File: config.mk
export PLATFORM = sky130hd
export DESIGN_NAME = dci_fifo_irq
export DESIGN_NICKNAME = d
export VERILOG_FILES = /design/src/core/dci_pkg.sv /design/src/core/dci_byte_fifo.sv /design/src/core/dci_fifo_irq.sv
export VERILOG_INCLUDE_DIRS = /design/src /design/src/core
export SDC_FILE = /design/constraint.sdc
export NUM_CORES = 1
export LEC_CHECK = 0
export BUFFER_PORTS_ARGS = -buffer_cell sky130_fd_sc_hd__buf_2
export CAP_MARGIN = 5
export CORE_MARGIN = 2
export CORE_UTILIZATION = 56
export CTS_BUF_LIST = sky130_fd_sc_hd__clkbuf_8
export CTS_CLUSTER_SIZE = 30
export DETAILED_ROUTE_END_ITERATION = 12
export PLACE_DENSITY = 0.84
export SETUP_SLACK_MARGIN = 0.4
export SYNTH_ARGS = -nofsm -noshare
export SYNTH_HDL_FRONTEND = slang
export SYNTH_SLANG_ARGS = --single-unit
File: constraint.sdc
create_clock -name pclk -period 2.77 [get_ports pclk]
set_clock_uncertainty 0.05 [all_clocks]
set_input_delay 0 -clock pclk [delete_from_list [all_inputs] [get_ports pclk]]
set_output_delay 0 -clock pclk [all_outputs]
set_load 0.1 [all_outputs]
File: src/core/dci_defs.svh
// offsets, field positions, reset values and sizes of the debug channel interrupt block
`ifndef DCI_DEFS_SVH
`define DCI_DEFS_SVH

// ----------------------------------------------------------------
// register byte offsets
// ----------------------------------------------------------------
`define DCI_OFS_RX_FEATURE 12'h00C
`define DCI_OFS_ICS 12'h010
`define DCI_OFS_MASK 12'h014
`define DCI_OFS_DATA 12'h020

// ----------------------------------------------------------------
// field positions
// ----------------------------------------------------------------
`define DCI_ICS_RXF 31
`define DCI_ICS_RXL_HI 19
`define DCI_ICS_RXL_LO 16
`define DCI_ICS_TXF 15
`define DCI_ICS_TXL_HI 3
`define DCI_ICS_TXL_LO 0
`define DCI_FEAT_DEPTH_HI 19
`define DCI_FEAT_DEPTH_LO 16
`define DCI_FEAT_IRQ 1
`define DCI_FEAT_PRESENT 0

// ----------------------------------------------------------------
// reset values and sizes
// ----------------------------------------------------------------
`define DCI_RXL_RESET 4'h1
`define DCI_TXL_RESET 4'h0
`define DCI_FIFO_AW 4
`define DCI_FIFO_DEPTH 5'h10
`define DCI_RX_DEPTH_CODE 4'h4
`define DCI_NULL_BYTE 8'h00

`endif

File: src/core/dci_pkg.sv
// types shared by the debug channel interrupt block
package dci_pkg;
  // apb slave sequencing: take request, load answer, present answer
  typedef enum logic [1:0] {
    DCI_S_IDLE = 2'b00,
    DCI_S_LOAD = 2'b01,
    DCI_S_DONE = 2'b10
  } dci_state_t;
endpackage

File: src/core/dci_byte_fifo.sv
// byte fifo storage with registered read data and an occupancy count
`include "dci_defs.svh"

module dci_byte_fifo (
  input wire logic pclk,
  input wire logic presetn,
  input wire logic push,
  input wire logic [7:0] push_data,
  input wire logic pop,
  output logic [7:0] pop_data,
  output logic [4:0] count
);

  // ----------------------------------------------------------------
  // storage and pointers
  // ----------------------------------------------------------------
  logic [7:0] mem [0:15]; // byte slots, no reset needed
  logic [`DCI_FIFO_AW-1:0] wptr; // next slot to fill
  logic [`DCI_FIFO_AW-1:0] rptr; // oldest byte

  // storage write; the caller never pushes into a full fifo
  always_ff @(posedge pclk) begin
    if (push) begin
      mem[wptr] <= push_data;
    end
  end

  // pointers and count; the caller never pops an empty fifo
  always_ff @(posedge pclk or negedge presetn) begin
    if (!presetn) begin
      wptr <= '0;
      rptr <= '0;
      count <= 5'h00;
    end else begin
      if (push) begin
        wptr <= wptr + 4'h1;
      end
      if (pop) begin
        rptr <= rptr + 4'h1;
      end
      count <= 5'(count + {4'h0, push} - {4'h0, pop});
    end
  end

  // read data comes from a register so downstream sees a clean flop
  always_ff @(posedge pclk or negedge presetn) begin
    if (!presetn) begin
      pop_data <= 8'h00;
    end else if (pop) begin
      pop_data <= mem[rptr];
    end
  end
endmodule

File: src/core/dci_fifo_irq.sv
// fifo interrupt control and status logic with data register, apb slave
// Function
// (RULE1) whole register reads zero without irq support
// (RULE2) 32-bit control/status register at 0x10
// (RULE3) bit 31 sticky receive flag, write-one-clear
// (RULE4) receive flag reads zero without receive irqs
// (RULE5) receive level zero disables receive interrupt
// (RULE6) receive irq when count reaches level
// (RULE7) receive irq also when fifo full
// (RULE8) receive level read/write, resets one, reserved
// (RULE9) bit 15 sticky transmit flag, write-one-clear
// (RULE10) transmit flag reads zero without transmit irqs
// (RULE11) transmit level zero disables transmit interrupt
// (RULE12) transmit irq when fewer than level remain
// (RULE13) transmit level read/write, reset zero, receive-tied
// (RULE14) data register feeds transmit, drains receive
// (RULE15) depth code n means 2^n bytes
// (RULE16) receive irq presence follows static input
// (RULE17) port disabled holds interrupt outputs low
// (RULE18) interrupt outputs level, follow flag and enable
// (RULE19) reserved bits read zero, ignore writes
//
// The implementer's own choice: the APB slave port.
`include "dci_defs.svh"

module dci_fifo_irq (
  input wire logic pclk,
  input wire logic presetn,
  input wire logic psel,
  input wire logic penable,
  input wire logic pwrite,
  input wire logic [11:0] paddr,
  input wire logic [31:0] pwdata,
  output logic [31:0] prdata,
  output logic pready,
  output logic pslverr,
  input wire logic port_enable_input,
  input wire logic receive_irq_present_tie,
  input wire logic transmit_irq_present_tie,
  input wire logic rx_valid,
  input wire logic [7:0] rx_data,
  output logic rx_ready,
  output logic tx_valid,
  output logic [7:0] tx_data,
  input wire logic tx_ready,
  output logic rx_irq,
  output logic tx_irq,
  output logic irq
);

  // ----------------------------------------------------------------
  // pin synchronisers
  // ----------------------------------------------------------------
  logic [1:0] enable_sync; // port enable pin, [1] is safe to use
  logic [1:0] rxi_sync; // receive irq presence strap
  logic [1:0] txi_sync; // transmit irq presence strap
  logic port_enabled_flag;
  logic receive_irq_implemented;
  logic transmit_irq_implemented;

  // straps are static, so two flops are enough; reset reads absent
  always_ff @(posedge pclk or negedge presetn) begin
    if (!presetn) begin
      enable_sync <= 2'h0;
      rxi_sync <= 2'h0;
      txi_sync <= 2'h0;
    end else begin
      enable_sync <= {enable_sync[0], port_enable_input};
      rxi_sync <= {rxi_sync[0], receive_irq_present_tie}; // [RULE16]
      txi_sync <= {txi_sync[0], transmit_irq_present_tie};
    end
  end
  assign port_enabled_flag = enable_sync[1];
  assign receive_irq_implemented = rxi_sync[1];
  assign transmit_irq_implemented = txi_sync[1];

  // ----------------------------------------------------------------
  // apb decode
  // ----------------------------------------------------------------
  dci_pkg::dci_state_t state; // apb answer sequencing
  logic take; // access phase taken this edge
  logic wr; // write taken
  logic rd; // read taken
  logic hit_feat;
  logic hit_ics;
  logic hit_mask;
  logic hit_data;
  logic ics_present; // register exists at all
  assign take = psel & penable & (state == dci_pkg::DCI_S_IDLE);
  assign wr = take & pwrite;
  assign rd = take & ~pwrite;
  assign hit_feat = (paddr == `DCI_OFS_RX_FEATURE);
  assign hit_ics = (paddr == `DCI_OFS_ICS); // [RULE2]
  assign hit_mask = (paddr == `DCI_OFS_MASK);
  assign hit_data = (paddr == `DCI_OFS_DATA);
  assign ics_present = receive_irq_implemented | transmit_irq_implemented; // [RULE1]

  // ----------------------------------------------------------------
  // control and status fields
  // ----------------------------------------------------------------
  logic receive_interrupt_flag;
  logic transmit_interrupt_flag;
  logic [3:0] receive_interrupt_level;
  logic [3:0] transmit_interrupt_level;
  logic mask_rx; // lets the receive flag reach irq
  logic mask_tx; // lets the transmit flag reach irq
  logic ics_wr; // write to the control/status word that is live
  logic [4:0] rx_count;
  logic [4:0] tx_pending; // bytes still to be sent, incl. the one on the port
  logic rx_cond;
  logic tx_cond;
  assign ics_wr = wr & hit_ics & ics_present;

  // level selects; only the documented bit groups are stored
  always_ff @(posedge pclk or negedge presetn) begin
    if (!presetn) begin
      receive_interrupt_level <= `DCI_RXL_RESET; // [RULE8]
      transmit_interrupt_level <= `DCI_TXL_RESET; // [RULE13]
    end else if (ics_wr & receive_irq_implemented) begin
      // transmit level is kept with receive presence, as the map prints it
      receive_interrupt_level <= pwdata[`DCI_ICS_RXL_HI:`DCI_ICS_RXL_LO]; // [RULE8]
      transmit_interrupt_level <= pwdata[`DCI_ICS_TXL_HI:`DCI_ICS_TXL_LO]; // [RULE13]
    end
  end

  // interrupt conditions; level zero switches each one off
  assign rx_cond = receive_irq_implemented & (receive_interrupt_level != 4'h0) // [RULE5]
    & ((rx_count >= {1'b0, receive_interrupt_level}) // [RULE6]
    | (rx_count == `DCI_FIFO_DEPTH)); // [RULE7] [RULE15]
  assign tx_cond = transmit_irq_implemented & (transmit_interrupt_level != 4'h0) // [RULE11]
    & (tx_pending < {1'b0, transmit_interrupt_level}); // [RULE12]

  // sticky flags; a condition still true in the clearing cycle wins
  always_ff @(posedge pclk or negedge presetn) begin
    if (!presetn) begin
      receive_interrupt_flag <= 1'b0;
      transmit_interrupt_flag <= 1'b0;
    end else begin
      if (rx_cond) begin
        receive_interrupt_flag <= 1'b1; // [RULE3] [RULE4]
      end else if (ics_wr & pwdata[`DCI_ICS_RXF]) begin
        receive_interrupt_flag <= 1'b0; // [RULE3]
      end
      if (tx_cond) begin
        transmit_interrupt_flag <= 1'b1; // [RULE9] [RULE10]
      end else if (ics_wr & pwdata[`DCI_ICS_TXF]) begin
        transmit_interrupt_flag <= 1'b0; // [RULE9]
      end
    end
  end

  // mask register, same layout as the flag bits
  always_ff @(posedge pclk or negedge presetn) begin
    if (!presetn) begin
      mask_rx <= 1'b0;
      mask_tx <= 1'b0;
    end else if (wr & hit_mask) begin
      mask_rx <= pwdata[`DCI_ICS_RXF];
      mask_tx <= pwdata[`DCI_ICS_TXF];
    end
  end

  // interrupt outputs, all held low while the port is disabled
  always_ff @(posedge pclk or negedge presetn) begin
    if (!presetn) begin
      rx_irq <= 1'b0;
      tx_irq <= 1'b0;
      irq <= 1'b0;
    end else begin
      rx_irq <= port_enabled_flag & receive_interrupt_flag; // [RULE17] [RULE18]
      tx_irq <= port_enabled_flag & transmit_interrupt_flag; // [RULE17] [RULE18]
      irq <= port_enabled_flag & ((receive_interrupt_flag & mask_rx)
        | (transmit_interrupt_flag & mask_tx)); // [RULE17]
    end
  end

  // ----------------------------------------------------------------
  // data register and fifos
  // ----------------------------------------------------------------
  logic tx_push;
  logic tx_pop;
  logic [4:0] tx_count;
  logic rx_push;
  logic rx_pop;
  logic [7:0] rx_byte;
  logic rd_byte_ok; // a real byte was popped for the pending read
  logic [4:0] next_rx_count;
  // one byte per access; disabled port drops writes and reads as empty
  assign tx_push = wr & hit_data & port_enabled_flag & (tx_count != `DCI_FIFO_DEPTH); // [RULE14]
  assign tx_pop = (tx_count != 5'h00) & (~tx_valid | tx_ready);
  assign rx_push = rx_valid & rx_ready;
  assign rx_pop = rd & hit_data & port_enabled_flag & (rx_count != 5'h00); // [RULE14]
  assign tx_pending = 5'(tx_count + {4'h0, tx_valid});
  assign next_rx_count = 5'(rx_count + {4'h0, rx_push} - {4'h0, rx_pop});

  dci_byte_fifo u_tx_fifo (
    .pclk(pclk),
    .presetn(presetn),
    .push(tx_push),
    .push_data(pwdata[7:0]),
    .pop(tx_pop),
    .pop_data(tx_data),
    .count(tx_count)
  );

  dci_byte_fifo u_rx_fifo (
    .pclk(pclk),
    .presetn(presetn),
    .push(rx_push),
    .push_data(rx_data),
    .pop(rx_pop),
    .pop_data(rx_byte),
    .count(rx_count)
  );

  // transmit port valid; tx_data is the fifo's read register
  always_ff @(posedge pclk or negedge presetn) begin
    if (!presetn) begin
      tx_valid <= 1'b0;
    end else if (tx_pop) begin
      tx_valid <= 1'b1;
    end else if (tx_ready) begin
      tx_valid <= 1'b0;
    end
  end

  // receive ready looks one cycle ahead so the last slot is usable
  always_ff @(posedge pclk or negedge presetn) begin
    if (!presetn) begin
      rx_ready <= 1'b0;
    end else begin
      rx_ready <= (next_rx_count != `DCI_FIFO_DEPTH);
    end
  end

  // ----------------------------------------------------------------
  // apb answer
  // ----------------------------------------------------------------
  logic [31:0] read_word;

  // read mux; anything not listed reads as zero
  always_comb begin
    read_word = 32'h0000_0000; // [RULE19]
    case (paddr)
      `DCI_OFS_RX_FEATURE: begin
        read_word[`DCI_FEAT_DEPTH_HI:`DCI_FEAT_DEPTH_LO] = `DCI_RX_DEPTH_CODE; // [RULE15]
        read_word[`DCI_FEAT_IRQ] = receive_irq_implemented;
        read_word[`DCI_FEAT_PRESENT] = 1'b1;
      end
      `DCI_OFS_ICS: begin
        if (ics_present) begin // [RULE1]
          read_word[`DCI_ICS_RXF] = receive_interrupt_flag & receive_irq_implemented; // [RULE4]
          if (receive_irq_implemented) begin // [RULE8] [RULE13]
            read_word[`DCI_ICS_RXL_HI:`DCI_ICS_RXL_LO] = receive_interrupt_level;
            read_word[`DCI_ICS_TXL_HI:`DCI_ICS_TXL_LO] = transmit_interrupt_level;
          end
          read_word[`DCI_ICS_TXF] = transmit_interrupt_flag & transmit_irq_implemented; // [RULE10]
        end
      end
      `DCI_OFS_MASK: begin
        read_word[`DCI_ICS_RXF] = mask_rx;
        read_word[`DCI_ICS_TXF] = mask_tx;
      end
      `DCI_OFS_DATA: begin
        // oldest byte low, missing bytes padded with the null byte
        read_word = {`DCI_NULL_BYTE, `DCI_NULL_BYTE, `DCI_NULL_BYTE,
          rd_byte_ok ? rx_byte : `DCI_NULL_BYTE}; // [RULE14]
      end
      default: begin
        read_word = 32'h0000_0000;
      end
    endcase
  end

  // two wait states: the popped byte needs a cycle to reach its register
  always_ff @(posedge pclk or negedge presetn) begin
    if (!presetn) begin
      state <= dci_pkg::DCI_S_IDLE;
      pready <= 1'b0;
      pslverr <= 1'b0;
      prdata <= 32'h0000_0000;
      rd_byte_ok <= 1'b0;
    end else begin
      case (state)
        dci_pkg::DCI_S_IDLE: begin
          if (take) begin
            rd_byte_ok <= rx_pop;
            state <= dci_pkg::DCI_S_LOAD;
          end
        end
        dci_pkg::DCI_S_LOAD: begin
          prdata <= pwrite ? 32'h0000_0000 : read_word;
          pslverr <= ~(hit_feat | hit_ics | hit_mask | hit_data);
          pready <= 1'b1;
          state <= dci_pkg::DCI_S_DONE;
        end
        dci_pkg::DCI_S_DONE: begin
          // master samples pready at this edge and moves on
          pready <= 1'b0;
          pslverr <= 1'b0;
          state <= dci_pkg::DCI_S_IDLE;
        end
        default: begin
          pready <= 1'b0;
          state <= dci_pkg::DCI_S_IDLE;
        end
      endcase
    end
  end
endmodule

==> impl_metrics.csv <==
group,metric,value,unit
status,status,"complete, but fails checks",
status,violations,"setup timing",
sta,finalCritPeriodShare,106,%
setup_path,startpoint_type,"register",
sta,fin_crit,2.94,ns
synthesis,async_flop_share,24.7,%
synthesis,synth_compound_area_share,3.78,%
synthesis,ys_seq_area_share,69.3,%
synthesis,yosysTopAreaCell,"edfxtp_1",
placed_design,dpl.hpwl,18400,um
synthesis,synth_area_leaders,"edfxtp_1 54%, dfrtp_1 15%, mux4_2 10%, ha_1 3.3%, mux2_2 2.2%",
setup_path,arrival,3.33,ns
synthesis,synthAdderAreaFrac,3.56,%
synthesis,ys.flop_type,"edfxtp_1",
setup_path,critical_path_class,"register to register",
routing,routed_wl,34000,um
setup_path,critical_path_required,3.17,ns
setup_path,crit_chain,"inv_2 -> ha_4 -> nor4b_4 -> or4_4 -> inv_4 -> ha_4 -> inv_2 -> ha_4 -> inv_2 -> fa_2 -> buf_4 -> xnor2_4 -> nor3_1 -> nand3b_1",
grt,grt_pass1_wl,49800,um
sta,relSlewSlack,49.9,%
setup_path,critical-path-slowest-cell,"or4_4",
synthesis,synth_edf_count,256,
setup_path,critPathBufInv,5,
sta,fin_setup_tns,-0.167,ns
synthesis,synth_area,0.0141,mm2
finish,multiInputGateArea,0.00425,mm2
floorplanning,pin_count,109,
setup_path,worstPathMaxFanout,2,
grt,antenna_found_initial,0,
routing,wl_per_cell,23.6,um
routing,dr_total_vias,8545,
routing,drt-initial-drc-count,907,
synthesis,avgSynthCellArea,17.0,um2
synthesis,muxShareOfSynthArea,13.0,%
finish,nets,1169,
sta,rsz0062_at_grt,"true",
cts,clock_path_buffers,3,
cts,cts_root_buf,"clkbuf_8",
synthesis,synth_top_family_by_area,"multiplexers",
finish,stdcell_count,1438,
grt,grt_start_max_net_pins,35,
finish,drive_gt1_share,36.4,%
floorplanning,num_rows,58,
floorplanning,die_w,163,um
cts,h-tree-depth,2,
sta,slew_viol_final,0,
floorplanning,core-area,0.0250,mm2
finish,mostFrequentLayoutCells,"256 x edfxtp_1, 80 x dfrtp_1, 71 x buf_2",
routing,routed_via_density,5.94,
synthesis,synthSimpleGateAreaFrac,5.64,%
cts,cts_tree,"done",
routing,ant_nets,0,
routing,dr.pass1.iters,6,
synthesis,synth_top_area_share,54.4,%
finish,syn2layout_area_growth,23.1,%
placed_design,io_buffer_count,72,
grt,first_global_vias,8794,
sta,hold-worst-slack,0.0395,ns
placed_design,preCtsSetupSlack,-0.0178,ns
sta,max_freq,0.341,GHz
power_and_ir_drop,leakage,0.00653,uW
cts,clock_sinks,340,
power_and_ir_drop,p_per_area,861,mW/mm2
floorplanning,die_area,0.0265,mm2
finish,fillers,1477,
flow_run,drv_cap,0,
hold_path,hold_class,"primary input to register",
setup_path,endpoint_kind,"register",
floorplanning,dieHeight,163,um
setup_path,critical_path.max_stage_delay,0.52,ns
finish,final_common_cell,"edfxtp_1",
synthesis,ys_ff_latch,340,
power_and_ir_drop,p_total,15000,uW
power_and_ir_drop,ir_drop,0.000921,V
finish,ff_latch_area,0.00979,mm2
grt,globalRouteOverflowTotal,0,
synthesis,yosys_warnings,0,
synthesis,synth_cells,829,
floorplanning,start_util,56.6,%
finish,num_antenna_cells,0,
synthesis,synth_xor_area_share,1.48,%
sta,setup_ws,-0.167,ns
setup_path,path_delay_family,"simple AND/OR/NAND/NOR gates",
sta,worst_pin_slew,0.748,ns
cts,cts_made_buffers,52,
synthesis,ys_types,60,
sta,setup_viol,1,
cts,cts.clk_slew.worst_paths,0.07,ns
cts,clkLatencyLatePin,0.58,ns
placed_design,routabilityCongestion,0.871,
placed_design,placedCellCount,1251,
sta,finalHoldViolations,0,
routing,drc,0,
grt,grtUsageTotal,25.1,%
timing repair:
| action | CTS | global route |
|---|---|---|
| gates resized for setup | 28 | 54 |
| pin swaps | 16 | 15 |
| hold endpoints to repair | 370 | 0 |
| endpoints found under the setup margin | 97 | 148 |
| hold buffers | 48 | 0 |
| setup buffers | 26 | 19 |
stage by stage:
stage,utilization (%),cell area (um2)
2_1_floorplan,-,14300
3_3_place_gp,61.1,15200
3_5_place_dp,61.1,15200
4_1_cts,68.2,17000
5_1_grt,69.6,17400
6_report,69.6,17400
final cells by class:
cell class	count	share of cell area, %
Clock inverter	40	1.29
Inverter	43	1.02
Timing Repair Buffer	221	10.3
Sequential cell	340	56.3
Multi-Input combinational cell	410	24.4
Tap cell	330	2.37
Clock buffer	54	4.27
routing by layer:
metal | routed length (um) | GRT usage [%]
met1 | 12500 | 31.6
met2 | 17500 | 43.7
met3 | 2390 | 4.41
met4 | 1570 | 10.1
met5 | 0 | 0
cells by family after synthesis:
logic type / Yosys count
flops: 340
compound gates: 78
buf+inv: 96
fa+ha+maj: 39
other cells: 1
simple gates: 152
mux: 100
xor+xnor: 23
state kept, by name (all words and copies together), names as in the netlist, 5 cells and up:
register and cells:
prdata 14, u_rx_fifo.count 5, u_rx_fifo.mem 128, u_rx_fifo.pop_data 8, u_tx_fifo.count 5, u_tx_fifo.mem 128
u_tx_fifo.pop_data 8
path summary, 6_finish.rpt:
check / endpoint / startpoint / slack (ns) / cells after the start
max: rx_ready$_DFF_PN0_ / u_rx_fifo.count[3]$_DFF_PN0_ / -0.17 / 14
min: txi_sync[0]$_DFF_PN0_ / transmit_irq_present_tie / 0.04 / 2
max reg2reg: rx_ready$_DFF_PN0_ / u_rx_fifo.count[3]$_DFF_PN0_ / -0.17 / 14
min reg2reg: rxi_sync[1]$_DFF_PN0_ / rxi_sync[0]$_DFF_PN0_ / 0.30 / 0
max in group asynchronous: receive_interrupt_level[0]$_DFFE_PN1P_ / presetn / 1.57 / 4
min in group asynchronous: prdata[2]$_DFFE_PN0P_ / presetn / 0.41 / 3
synth_stat cells (all sizes together) (2+ instances only):
cell type	instances
a21o	4
a21oi	8
a221o	2
a22o	9
a22oi	7
a31oi	2
a32oi	7
and2	13
buf	35
clkbuf	18
dfrtp	83
edfxtp	256
fa	2
ha	37
inv	43
mux2	27
mux2i	9
mux4	64
nand2	56
nand2b	6
nand3	7
nand3b	3
nand4	7
nor2	28
nor2b	4
nor3	12
nor3b	2
nor4	4
nor4b	4
o21ai	27
o2bb2ai	3
o41ai	3
xnor2	17
xor2	6
power breakdown:
part	internal (uW)	switching (uW)	leakage, uW	total [uW]
clock network	1990	1900	0.000570	3890
registers	5950	430	0.00337	6380
logic	2070	2630	0.00259	4700
Power figures use the tool's default switching activity.
